<file path="src/gpc_pkg.sv">
// gpc_pkg: constants, states and carrier types of the pin control block
// assumes a single 20 MHz clock domain and an AXI4-Lite register slave

package gpc_pkg;

    // ****************************************
    // register map (word index, byte = 4 * index)
    // ****************************************
    localparam logic [29:0] GPC_CTRL_IDX  = 30'h0000403b;
    localparam logic [29:0] GPC_LEVEL_IDX = 30'h00004080;
    localparam logic [29:0] GPC_STAT_IDX  = 30'h00004081;

    localparam logic [15:0] GPC_CTRL_RST   = 16'ha400;
    localparam logic [15:0] GPC_CTRL_WMASK = 16'hfe8f;

    // ****************************************
    // control field positions
    // ****************************************
    localparam int GPC_DIR_BIT   = 15;
    localparam int GPC_PULL_HI   = 14;
    localparam int GPC_PULL_LO   = 13;
    localparam int GPC_MODE_BIT  = 12;
    localparam int GPC_DOM_BIT   = 11;
    localparam int GPC_POL_BIT   = 10;
    localparam int GPC_OD_BIT    = 9;
    localparam int GPC_EN_BIT    = 7;
    localparam int GPC_FN_HI     = 3;

    localparam logic [1:0] GPC_PULL_DOWN = 2'h1;
    localparam logic [1:0] GPC_PULL_UP   = 2'h2;

    localparam logic [1:0] GPC_RESP_OKAY   = 2'h0;
    localparam logic [1:0] GPC_RESP_SLVERR = 2'h2;

    localparam logic [1:0] GPC_SEL_NONE  = 2'h0;
    localparam logic [1:0] GPC_SEL_CTRL  = 2'h1;
    localparam logic [1:0] GPC_SEL_LEVEL = 2'h2;
    localparam logic [1:0] GPC_SEL_STAT  = 2'h3;

    // debounce lengths in clock cycles
    localparam int GPC_SHORT_DB_CYC = 32;
    localparam int GPC_LONG_DB_CYC  = 2000;

    typedef enum logic [3:0] {
        GPC_W_IDLE = 4'h1,
        GPC_W_ADDR = 4'h2,
        GPC_W_DATA = 4'h4,
        GPC_W_RESP = 4'h8
    } gpc_wr_st_t;

    // functions that an input pin can request
    typedef struct packed {
        logic gpio_level;
        logic power_onoff;
        logic sleep_wake;
        logic sleep;
        logic power_on;
        logic watchdog_rst;
        logic voltage_scale_select_one;
        logic voltage_scale_select_two;
        logic hw_enable_one;
        logic hw_enable_two;
        logic hw_control_one;
        logic hw_control_two;
    } gpc_req_t;

    // device states that an output pin can show
    typedef struct packed {
        logic osc_32k;
        logic on_state;
        logic sleep_state;
        logic power_state_change;
        logic pen_down;
        logic conv_complete;
        logic dvs_one_done;
        logic dvs_two_done;
        logic ext_power_en_one;
        logic ext_power_en_two;
        logic system_supply_good;
        logic converter_power_good;
        logic ext_clk_2m;
        logic aux_reset;
    } gpc_src_t;

    typedef struct packed {
        logic        level;
        logic [15:0] cnt;
    } gpc_db_t;

endpackage

</file>
<file path="src/gpc_pin_ctrl.sv">
// gpc_pin_ctrl: control of one general-purpose pin, AXI4-Lite slave
// assumes pin_in is asynchronous and src comes from logic on aclk
//
// Operation
// - enable 0 tri-states; direction 1 is input
// - pull field: none, down, up, reserved
// - edge mode 0: edge set by polarity
// - edge mode 1: both edges interrupt
// - polarity 0 inverts, 1 passes through
// - output type: push-pull or open drain
// - supply domain bit drives select output
// - input codes 0,1: plain gpio input
// - input codes 2-6: power and sleep requests
// - input codes 7-9: watchdog, voltage scale selects
// - input codes 10-13: hardware enables, controls
// - input codes 14,15: controls, long debounce
// - output codes 0,1: register level, 32k clock
// - output codes 2-4: on, sleep, change states
// - output 6 pen down; 5 reserved
// - output 7-9: conversion done, voltage done
// - output 10,11: external power enables
// - output 12,13: supply good, power good
// - output 14,15: 2 MHz clock, auxiliary reset
//
// Register access over AXI4-Lite was chosen for this implementation.

`timescale 1ns/100ps

module gpc_pin_ctrl
    import gpc_pkg::*;
#(
    parameter int SHORT_DB_CYC = GPC_SHORT_DB_CYC,
    parameter int LONG_DB_CYC  = GPC_LONG_DB_CYC
) (
    input  wire logic        aclk,          // system clock, 20 MHz
    input  wire logic        aresetn,       // synchronous reset, low
    input  wire logic [31:0] awaddr,        // write address
    input  wire logic        awvalid,       // write address valid
    output logic             awready,       // write address ready
    input  wire logic [31:0] wdata,         // write data
    input  wire logic [3:0]  wstrb,         // write byte strobes
    input  wire logic        wvalid,        // write data valid
    output logic             wready,        // write data ready
    output logic [1:0]       bresp,         // write response
    output logic             bvalid,        // write response valid
    input  wire logic        bready,        // write response ready
    input  wire logic [31:0] araddr,        // read address
    input  wire logic        arvalid,       // read address valid
    output logic             arready,       // read address ready
    output logic [31:0]      rdata,         // read data
    output logic [1:0]       rresp,         // read response
    output logic             rvalid,        // read data valid
    input  wire logic        rready,        // read data ready
    input  wire logic        pin_in,        // pin level seen at the pad
    output logic             pin_out,       // level driven on the pad
    output logic             pin_oe,        // pad driver enable
    output logic             pull_up_en,    // pull-up resistor on
    output logic             pull_down_en,  // pull-down resistor on
    output logic             supply_domain_select, // 1: system supply
    input  wire gpc_src_t    src,           // states offered to the pin
    output gpc_req_t         req,           // requests taken from the pin
    output logic             pin_irq        // pin edge event, one cycle
);

    typedef struct packed {
        logic [15:0] ctrl;
        logic        out_level;
        gpc_wr_st_t  wr_st;
        logic [1:0]  wsel;
        logic [15:0] wdat;
        logic [1:0]  wstb;
        logic [1:0]  bresp;
        logic        rvalid;
        logic [31:0] rdata;
        logic [1:0]  rresp;
        logic        sync1;
        logic        sync2;
        logic        prev;
        logic        irq;
        logic        pin_o;
        logic        pin_oe;
        gpc_req_t    req;
    } gpc_state_t;

    gpc_state_t st_r;
    gpc_state_t st_nxt;

    // ****************************************
    // helper functions
    // ****************************************
    function automatic logic [1:0] gpc_decode(input logic [31:0] addr);
        logic [1:0] sel;
        sel = GPC_SEL_NONE;
        if (addr[31:2] == GPC_CTRL_IDX) begin
            sel = GPC_SEL_CTRL;
        end else if (addr[31:2] == GPC_LEVEL_IDX) begin
            sel = GPC_SEL_LEVEL;
        end else if (addr[31:2] == GPC_STAT_IDX) begin
            sel = GPC_SEL_STAT;
        end
        return sel;
    endfunction

    // codes whose input path uses the long filter
    function automatic logic gpc_long_fn(input logic [3:0] fn);
        return (fn == 4'h0) || (fn == 4'h4) ||
               (fn == 4'he) || (fn == 4'hf);
    endfunction

    function automatic logic gpc_out_mux(input logic [3:0] fn,
                                         input logic       lvl,
                                         input gpc_src_t   s);
        logic o;
        o = 1'b0;
        case (fn)
            4'h0: o = lvl;
            4'h1: o = s.osc_32k;
            4'h2: o = s.on_state;
            4'h3: o = s.sleep_state;
            4'h4: o = s.power_state_change;
            4'h6: o = s.pen_down;
            4'h7: o = s.conv_complete;
            4'h8: o = s.dvs_one_done;
            4'h9: o = s.dvs_two_done;
            4'ha: o = s.ext_power_en_one;
            4'hb: o = s.ext_power_en_two;
            4'hc: o = s.system_supply_good;
            4'hd: o = s.converter_power_good;
            4'he: o = s.ext_clk_2m;
            4'hf: o = s.aux_reset;
            default: o = 1'b0;
        endcase
        return o;
    endfunction

    function automatic gpc_req_t gpc_route(input logic [3:0] fn,
                                           input logic       a);
        gpc_req_t r;
        r = '0;
        case (fn)
            4'h0, 4'h1: r.gpio_level = a;
            4'h2: r.power_onoff = a;
            4'h3, 4'h4: r.sleep_wake = a;
            4'h5: r.sleep = a;
            4'h6: r.power_on = a;
            4'h7: r.watchdog_rst = a;
            4'h8: r.voltage_scale_select_one = a;
            4'h9: r.voltage_scale_select_two = a;
            4'ha: r.hw_enable_one = a;
            4'hb: r.hw_enable_two = a;
            4'hc, 4'he: r.hw_control_one = a;
            4'hd, 4'hf: r.hw_control_two = a;
            default: r = '0;
        endcase
        return r;
    endfunction

    // ****************************************
    // pin input filters
    // ****************************************
    logic lvl_short;
    logic lvl_long;
    logic [3:0] fn;
    logic pol;
    logic in_active;
    logic out_active;
    logic act;
    logic drv;

    // both filters run all the time so a function change sees a settled level
    gpc_debounce #(.CYC(SHORT_DB_CYC)) u_db_short (
        .aclk    (aclk),
        .aresetn (aresetn),
        .raw     (st_r.sync2),
        .level   (lvl_short)
    );

    gpc_debounce #(.CYC(LONG_DB_CYC)) u_db_long (
        .aclk    (aclk),
        .aresetn (aresetn),
        .raw     (st_r.sync2),
        .level   (lvl_long)
    );

    assign fn         = st_r.ctrl[GPC_FN_HI:0];
    assign pol        = st_r.ctrl[GPC_POL_BIT];
    assign in_active  = st_r.ctrl[GPC_EN_BIT] & st_r.ctrl[GPC_DIR_BIT];
    assign out_active = st_r.ctrl[GPC_EN_BIT] & ~st_r.ctrl[GPC_DIR_BIT];
    assign act  = (gpc_long_fn(fn) ? lvl_long : lvl_short) ~^ pol;
    assign drv  = gpc_out_mux(fn, st_r.out_level, src) ~^ pol;

    // ****************************************
    // next state
    // ****************************************
    always_comb begin
        logic       do_wr;
        logic [1:0] sel;
        logic [15:0] wd;
        logic [1:0] sb;
        logic [15:0] m;
        do_wr = 1'b0;
        sel   = st_r.wsel;
        wd    = st_r.wdat;
        sb    = st_r.wstb;
        m     = '0;
        st_nxt = st_r;

        st_nxt.sync1 = pin_in;
        st_nxt.sync2 = st_r.sync1;

        // write channel: address and data may come in either order
        case (st_r.wr_st)
            GPC_W_IDLE: begin
                if (awvalid && wvalid) begin
                    do_wr = 1'b1;
                    sel   = gpc_decode(awaddr);
                    wd    = wdata[15:0];
                    sb    = wstrb[1:0];
                end else if (awvalid) begin
                    st_nxt.wsel  = gpc_decode(awaddr);
                    st_nxt.wr_st = GPC_W_ADDR;
                end else if (wvalid) begin
                    st_nxt.wdat  = wdata[15:0];
                    st_nxt.wstb  = wstrb[1:0];
                    st_nxt.wr_st = GPC_W_DATA;
                end
            end
            GPC_W_ADDR: begin
                if (wvalid) begin
                    do_wr = 1'b1;
                    wd    = wdata[15:0];
                    sb    = wstrb[1:0];
                end
            end
            GPC_W_DATA: begin
                if (awvalid) begin
                    do_wr = 1'b1;
                    sel   = gpc_decode(awaddr);
                end
            end
            GPC_W_RESP: begin
                if (bready) begin
                    st_nxt.wr_st = GPC_W_IDLE;
                end
            end
            default: st_nxt.wr_st = GPC_W_IDLE;
        endcase

        if (do_wr) begin
            st_nxt.wr_st = GPC_W_RESP;
            st_nxt.bresp = GPC_RESP_OKAY;
            m = {{8{sb[1]}}, {8{sb[0]}}};
            if (sel == GPC_SEL_CTRL) begin
                m = m & GPC_CTRL_WMASK;
                st_nxt.ctrl = (st_r.ctrl & ~m) | (wd & m);
            end else if (sel == GPC_SEL_LEVEL) begin
                if (sb[0]) begin
                    st_nxt.out_level = wd[0];
                end
            end else begin
                // status is read only; unmapped words report an error
                st_nxt.bresp = GPC_RESP_SLVERR;
            end
        end

        // read channel: one word at a time, answer one cycle after address
        if (!st_r.rvalid && arvalid) begin
            st_nxt.rvalid = 1'b1;
            st_nxt.rresp  = GPC_RESP_OKAY;
            st_nxt.rdata  = '0;
            case (gpc_decode(araddr))
                GPC_SEL_CTRL:  st_nxt.rdata[15:0] = st_r.ctrl;
                GPC_SEL_LEVEL: st_nxt.rdata[0] = st_r.out_level;
                GPC_SEL_STAT:  st_nxt.rdata[1:0] = {st_r.sync2, act};
                default:       st_nxt.rresp = GPC_RESP_SLVERR;
            endcase
        end else if (st_r.rvalid && rready) begin
            st_nxt.rvalid = 1'b0;
        end

        // pad driver; open drain only ever pulls low
        st_nxt.pin_oe = out_active &
                        (~st_r.ctrl[GPC_OD_BIT] | ~drv);
        st_nxt.pin_o  = ~st_r.ctrl[GPC_OD_BIT] & drv;

        // requests and edge events from the filtered, corrected level
        st_nxt.prev = act;
        st_nxt.req  = in_active ? gpc_route(fn, act) : '0;
        if (!in_active) begin
            st_nxt.irq = 1'b0;
        end else if (st_r.ctrl[GPC_MODE_BIT]) begin
            st_nxt.irq = act ^ st_r.prev;
        end else begin
            st_nxt.irq = act & ~st_r.prev;
        end
    end

    always_ff @(posedge aclk) begin
        if (!aresetn) begin
            st_r           <= '0;
            st_r.ctrl      <= GPC_CTRL_RST;
            st_r.wr_st     <= GPC_W_IDLE;
        end else begin
            st_r <= st_nxt;
        end
    end

    // ****************************************
    // outputs
    // ****************************************
    assign awready = (st_r.wr_st == GPC_W_IDLE) ||
                     (st_r.wr_st == GPC_W_DATA);
    assign wready  = (st_r.wr_st == GPC_W_IDLE) ||
                     (st_r.wr_st == GPC_W_ADDR);
    assign bvalid  = (st_r.wr_st == GPC_W_RESP);
    assign bresp   = st_r.bresp;
    assign arready = ~st_r.rvalid;
    assign rvalid  = st_r.rvalid;
    assign rdata   = st_r.rdata;
    assign rresp   = st_r.rresp;
    assign pin_out = st_r.pin_o;
    assign pin_oe  = st_r.pin_oe;
    assign pin_irq = st_r.irq;
    assign req     = st_r.req;
    // reserved pull code leaves both resistors off
    assign pull_up_en   = (st_r.ctrl[GPC_PULL_HI:GPC_PULL_LO] ==
                           GPC_PULL_UP);
    assign pull_down_en = (st_r.ctrl[GPC_PULL_HI:GPC_PULL_LO] ==
                           GPC_PULL_DOWN);
    assign supply_domain_select = st_r.ctrl[GPC_DOM_BIT];
endmodule

</file>
<file path="src/gpc_debounce.sv">
// gpc_debounce: holds a level until the input has stayed at a new value
// for CYC consecutive cycles; input must already be synchronised

`timescale 1ns/100ps

module gpc_debounce
    import gpc_pkg::*;
#(
    parameter int CYC = 32
) (
    input  wire logic aclk,     // system clock
    input  wire logic aresetn,  // synchronous reset, active low
    input  wire logic raw,      // synchronised pin level
    output logic      level     // filtered level
);

    localparam logic [15:0] LAST = 16'(CYC - 1);

    gpc_db_t st_r;
    gpc_db_t st_nxt;

    // ****************************************
    // filter
    // ****************************************
    always_comb begin
        st_nxt = st_r;
        if (raw == st_r.level) begin
            st_nxt.cnt = '0;
        end else if (st_r.cnt >= LAST) begin
            st_nxt.level = raw;
            st_nxt.cnt   = '0;
        end else begin
            st_nxt.cnt = st_r.cnt + 16'h0001;
        end
    end

    always_ff @(posedge aclk) begin
        if (!aresetn) begin
            st_r <= '0;
        end else begin
            st_r <= st_nxt;
        end
    end

    assign level = st_r.level;

endmodule

</file>
<file path="config.mk">
export PLATFORM = sky130hd
export DESIGN_NAME = gpc_pin_ctrl
export DESIGN_NICKNAME = d
export VERILOG_FILES = /design/src/gpc_pkg.sv /design/src/gpc_pin_ctrl.sv /design/src/gpc_debounce.sv
export SDC_FILE = /design/constraint.sdc
export NUM_CORES = 1
export LEC_CHECK = 0
export ABC_AREA = 1
export BUFFER_PORTS_ARGS = -buffer_cell sky130_fd_sc_hd__buf_2
export CAP_MARGIN = 30
export CORE_MARGIN = 1.5
export CORE_UTILIZATION = 50
export CTS_CLUSTER_DIAMETER = 50
export CTS_CLUSTER_SIZE = 30
export DETAILED_ROUTE_END_ITERATION = 8
export PLACE_DENSITY = 0.8
export SLEW_MARGIN = 40
export SYNTH_ARGS = -nofsm -noshare
export SYNTH_HDL_FRONTEND = slang
export SYNTH_SLANG_ARGS = --single-unit
</file>
<file path="constraint.sdc">
create_clock -name aclk -period 4.7 [get_ports aclk]
set_input_delay 0.94 -clock aclk [delete_from_list [all_inputs] [get_ports aclk]]
set_output_delay 0.94 -clock aclk [all_outputs]
set_load 0.02 [all_outputs]
</file>
==> flow_metrics.tcl <==
set metrics [dict create \
    status "completed" \
    dr.pass1.iters 4 \
    ys_warn_count 0 \
    cp_num_buf_inv 3 \
    worstPathRequired_ps 3760 \
    n_antenna_cell 0 \
    grt_pass1_vias 4160 \
    grt_first_pass_wirelength_um 18200 \
    core_area_sq_um 9860 \
    via_per_inst 4.70 \
    clockBufferDepth 2 \
    cts_resized 0 \
    ys_ff_latch 100 \
    fin_crit_sh_pct 56.8 \
    total_power_uw 1720 \
    end_kind "output port" \
    maxCapViolCount 0 \
    dp_slack_ps 1670 \
    synth.top_cells.by_area "dfxtp_1 39%, nand2_1 12%, buf_4 7.0%, nor2_1 6.7%, nand3_1 6.3%" \
    rsz0062_at_grt "false" \
    finalHoldViolations 0 \
    grt_max_degree 40 \
    startpoint_type "flop" \
    max_freq_ghz 0.375 \
    ant_nets 0 \
    post-cts-setup-buffers 0 \
    netlist_instances 742 \
    numCtsBuffers 9 \
    post-route-min-period_ps 2670 \
    clk-insertion-delay-late_ps 380 \
    synth_edf_count 0 \
    die_y_um 104 \
    drtIter0Drc 220 \
    synth.avg_cell_area_sq_um 6.93 \
    crit_family "buffers and inverters" \
    start_util_pct 52.1 \
    critical_path_arrival_ps 1730 \
    synth.distinct_cells 39 \
    num_vias 4649 \
    final_cell_mix "160 x nand2_1, 132 x buf_2, 100 x dfxtp_1" \
    crit_top_cell "inv_2" \
    syn_area_sq_um 5140 \
    rrSetupSlack_ps 2300 \
    antenna_found_initial 0 \
    hp-class "flop to flop" \
    clock-root-buffer "clkbuf_8" \
    rows 36 \
    drc 0 \
    r2r_start "st_r[76]" \
    grt_remaining_overflow 0 \
    ir_drop_v 0.000181 \
    gr-usage-all-layers_pct 20.1 \
    hpwl_um 7830 \
    io_buffer_count 132 \
    totalWireLength_um 10500 \
    ys_seq_area_share_pct 38.9 \
    design_area_sq_um 5820 \
    synth_top_area_cell "dfxtp_1" \
    crit_path_start "st_r[78]" \
    fin_ws_ps 2030 \
    nets 978 \
    worstMarginPinSlew_ps 649 \
    num-fill-cells 950 \
    drive_gt1_share_pct 20.7 \
    powerDensity_nw_per_um2 295 \
    postPlaceCellArea_sq_um 5620 \
    hp-start "st_nxt[16]" \
    clkSlewWorstSetupHoldPaths_ps 100 \
    max_stage_delay_ps 350 \
    clock-sinks 100 \
    cts_tree "built" \
    async_flop_share_pct 0 \
    fin_skew_ps 14.4 \
    fp.dieW_um 104 \
    max-slew-margin-rel_pct 56.5 \
    synth-main-ff-cell "dfxtp_1" \
    drv_slew 0 \
    setup_viol 0 \
    cp_max_fo 14 \
    cts_hold_buffers 0 \
    ios 181 \
    yosysTopAreaCellShare_pct 38.9 \
    htreeDepth 3 \
    critPathKind "flop to output port" \
    crit_chain "nor2_2 -> nand3_2 -> inv_2 -> nor2_4 -> inv_2 -> buf_2" \
    area.growth.synth_to_final_pct 13.2 \
    dieArea_sq_um 10900 \
    p_leak_uw 0.00272 \
    wire_per_inst_um 10.6 \
    place.gp.congestion 0.830 \
    crit_path_top_delay_cell "dfxtp_1" \
    finalSetupTns_ps 0 \
    mostFrequentLayoutCell "nand2_1" \
]
## metal layers
metal | routed length (um) | track usage (%)
met1 | 5090 | 25.8
met2 | 4790 | 33.5
met3 | 496 | 4.14
met4 | 105 | 6.55
met5 | 0 | 0
## kinds of logic (layout without fill, tap and decap cells)
family | count (synthesis) | count (layout) | share of synthesized area (%)
adders and majority gates | 5 | 5 | 1.22
xor gates and xnor gates | 6 | 6 | 1.02
buffers and inverters | 146 | 224 | 15.2
DFF | 100 | 100 | 38.9
and+or+nand+nor | 367 | 367 | 31.6
AOI/OAI and AO/OA | 117 | 117 | 11.9
other | 1 | 37 | 0.0729
## synthesized netlist by cell type, types with 5 or more instances
cell type	instances
clkbuf_1	12
ha_1	5
o21ai_0	44
buf_6	5
nor3b_1	5
nor3_1	16
nand3_1	65
nand4_1	6
dfxtp_1	100
nor2_1	92
a21oi_1	64
nand3_2	7
nand2_1	160
inv_1	68
buf_4	48
## worst paths after layout
check | endpoint | depth (start not counted)
worst min register to register | st_r[16] | 2
worst min-delay path | st_r[16] | 2
worst max-delay path | wready | 6
worst max register to register | flop | 15
## tightest hold or removal path, cell delays in order (launching register included)
cell and delay [ps]:
dfxtp_1 320, nand2_1 50, inv_1 40
## area by class of cell
| class | count | area, sq um | area share (%) |
|---|---|---|---|
| Sequential cell | 100 | 2000 | 34.4 |
| Timing Repair Buffer | 133 | 668 | 11.5 |
| Clock buffer | 9 | 124 | 2.13 |
| Tap cell | 133 | 166 | 2.86 |
| Multi-Input combinational cell | 532 | 2500 | 42.9 |
| Clock inverter | 7 | 77.6 | 1.33 |
| Inverter | 75 | 283 | 4.86 |
## per-stage QoR
step | cells | hold WS (ps) | util (%)
floorplan | 778 | 390 | -
global placement | 973 | 403 | 56.9
detailed placement | 973 | 403 | 57.0
CTS | 989 | 427 | 59.0
global route | 989 | 457 | 59.0
finish | 989 | 427 | 59.0
## power breakdown
group | internal, uW | switching (uW) | total [uW]
Combinational | 93.7 | 188 | 282
Sequential | 878 | 14.3 | 892
Clock | 212 | 333 | 545
Total | 1180 | 535 | 1720
No activity file was read; power rests on OpenSTA's default activity.
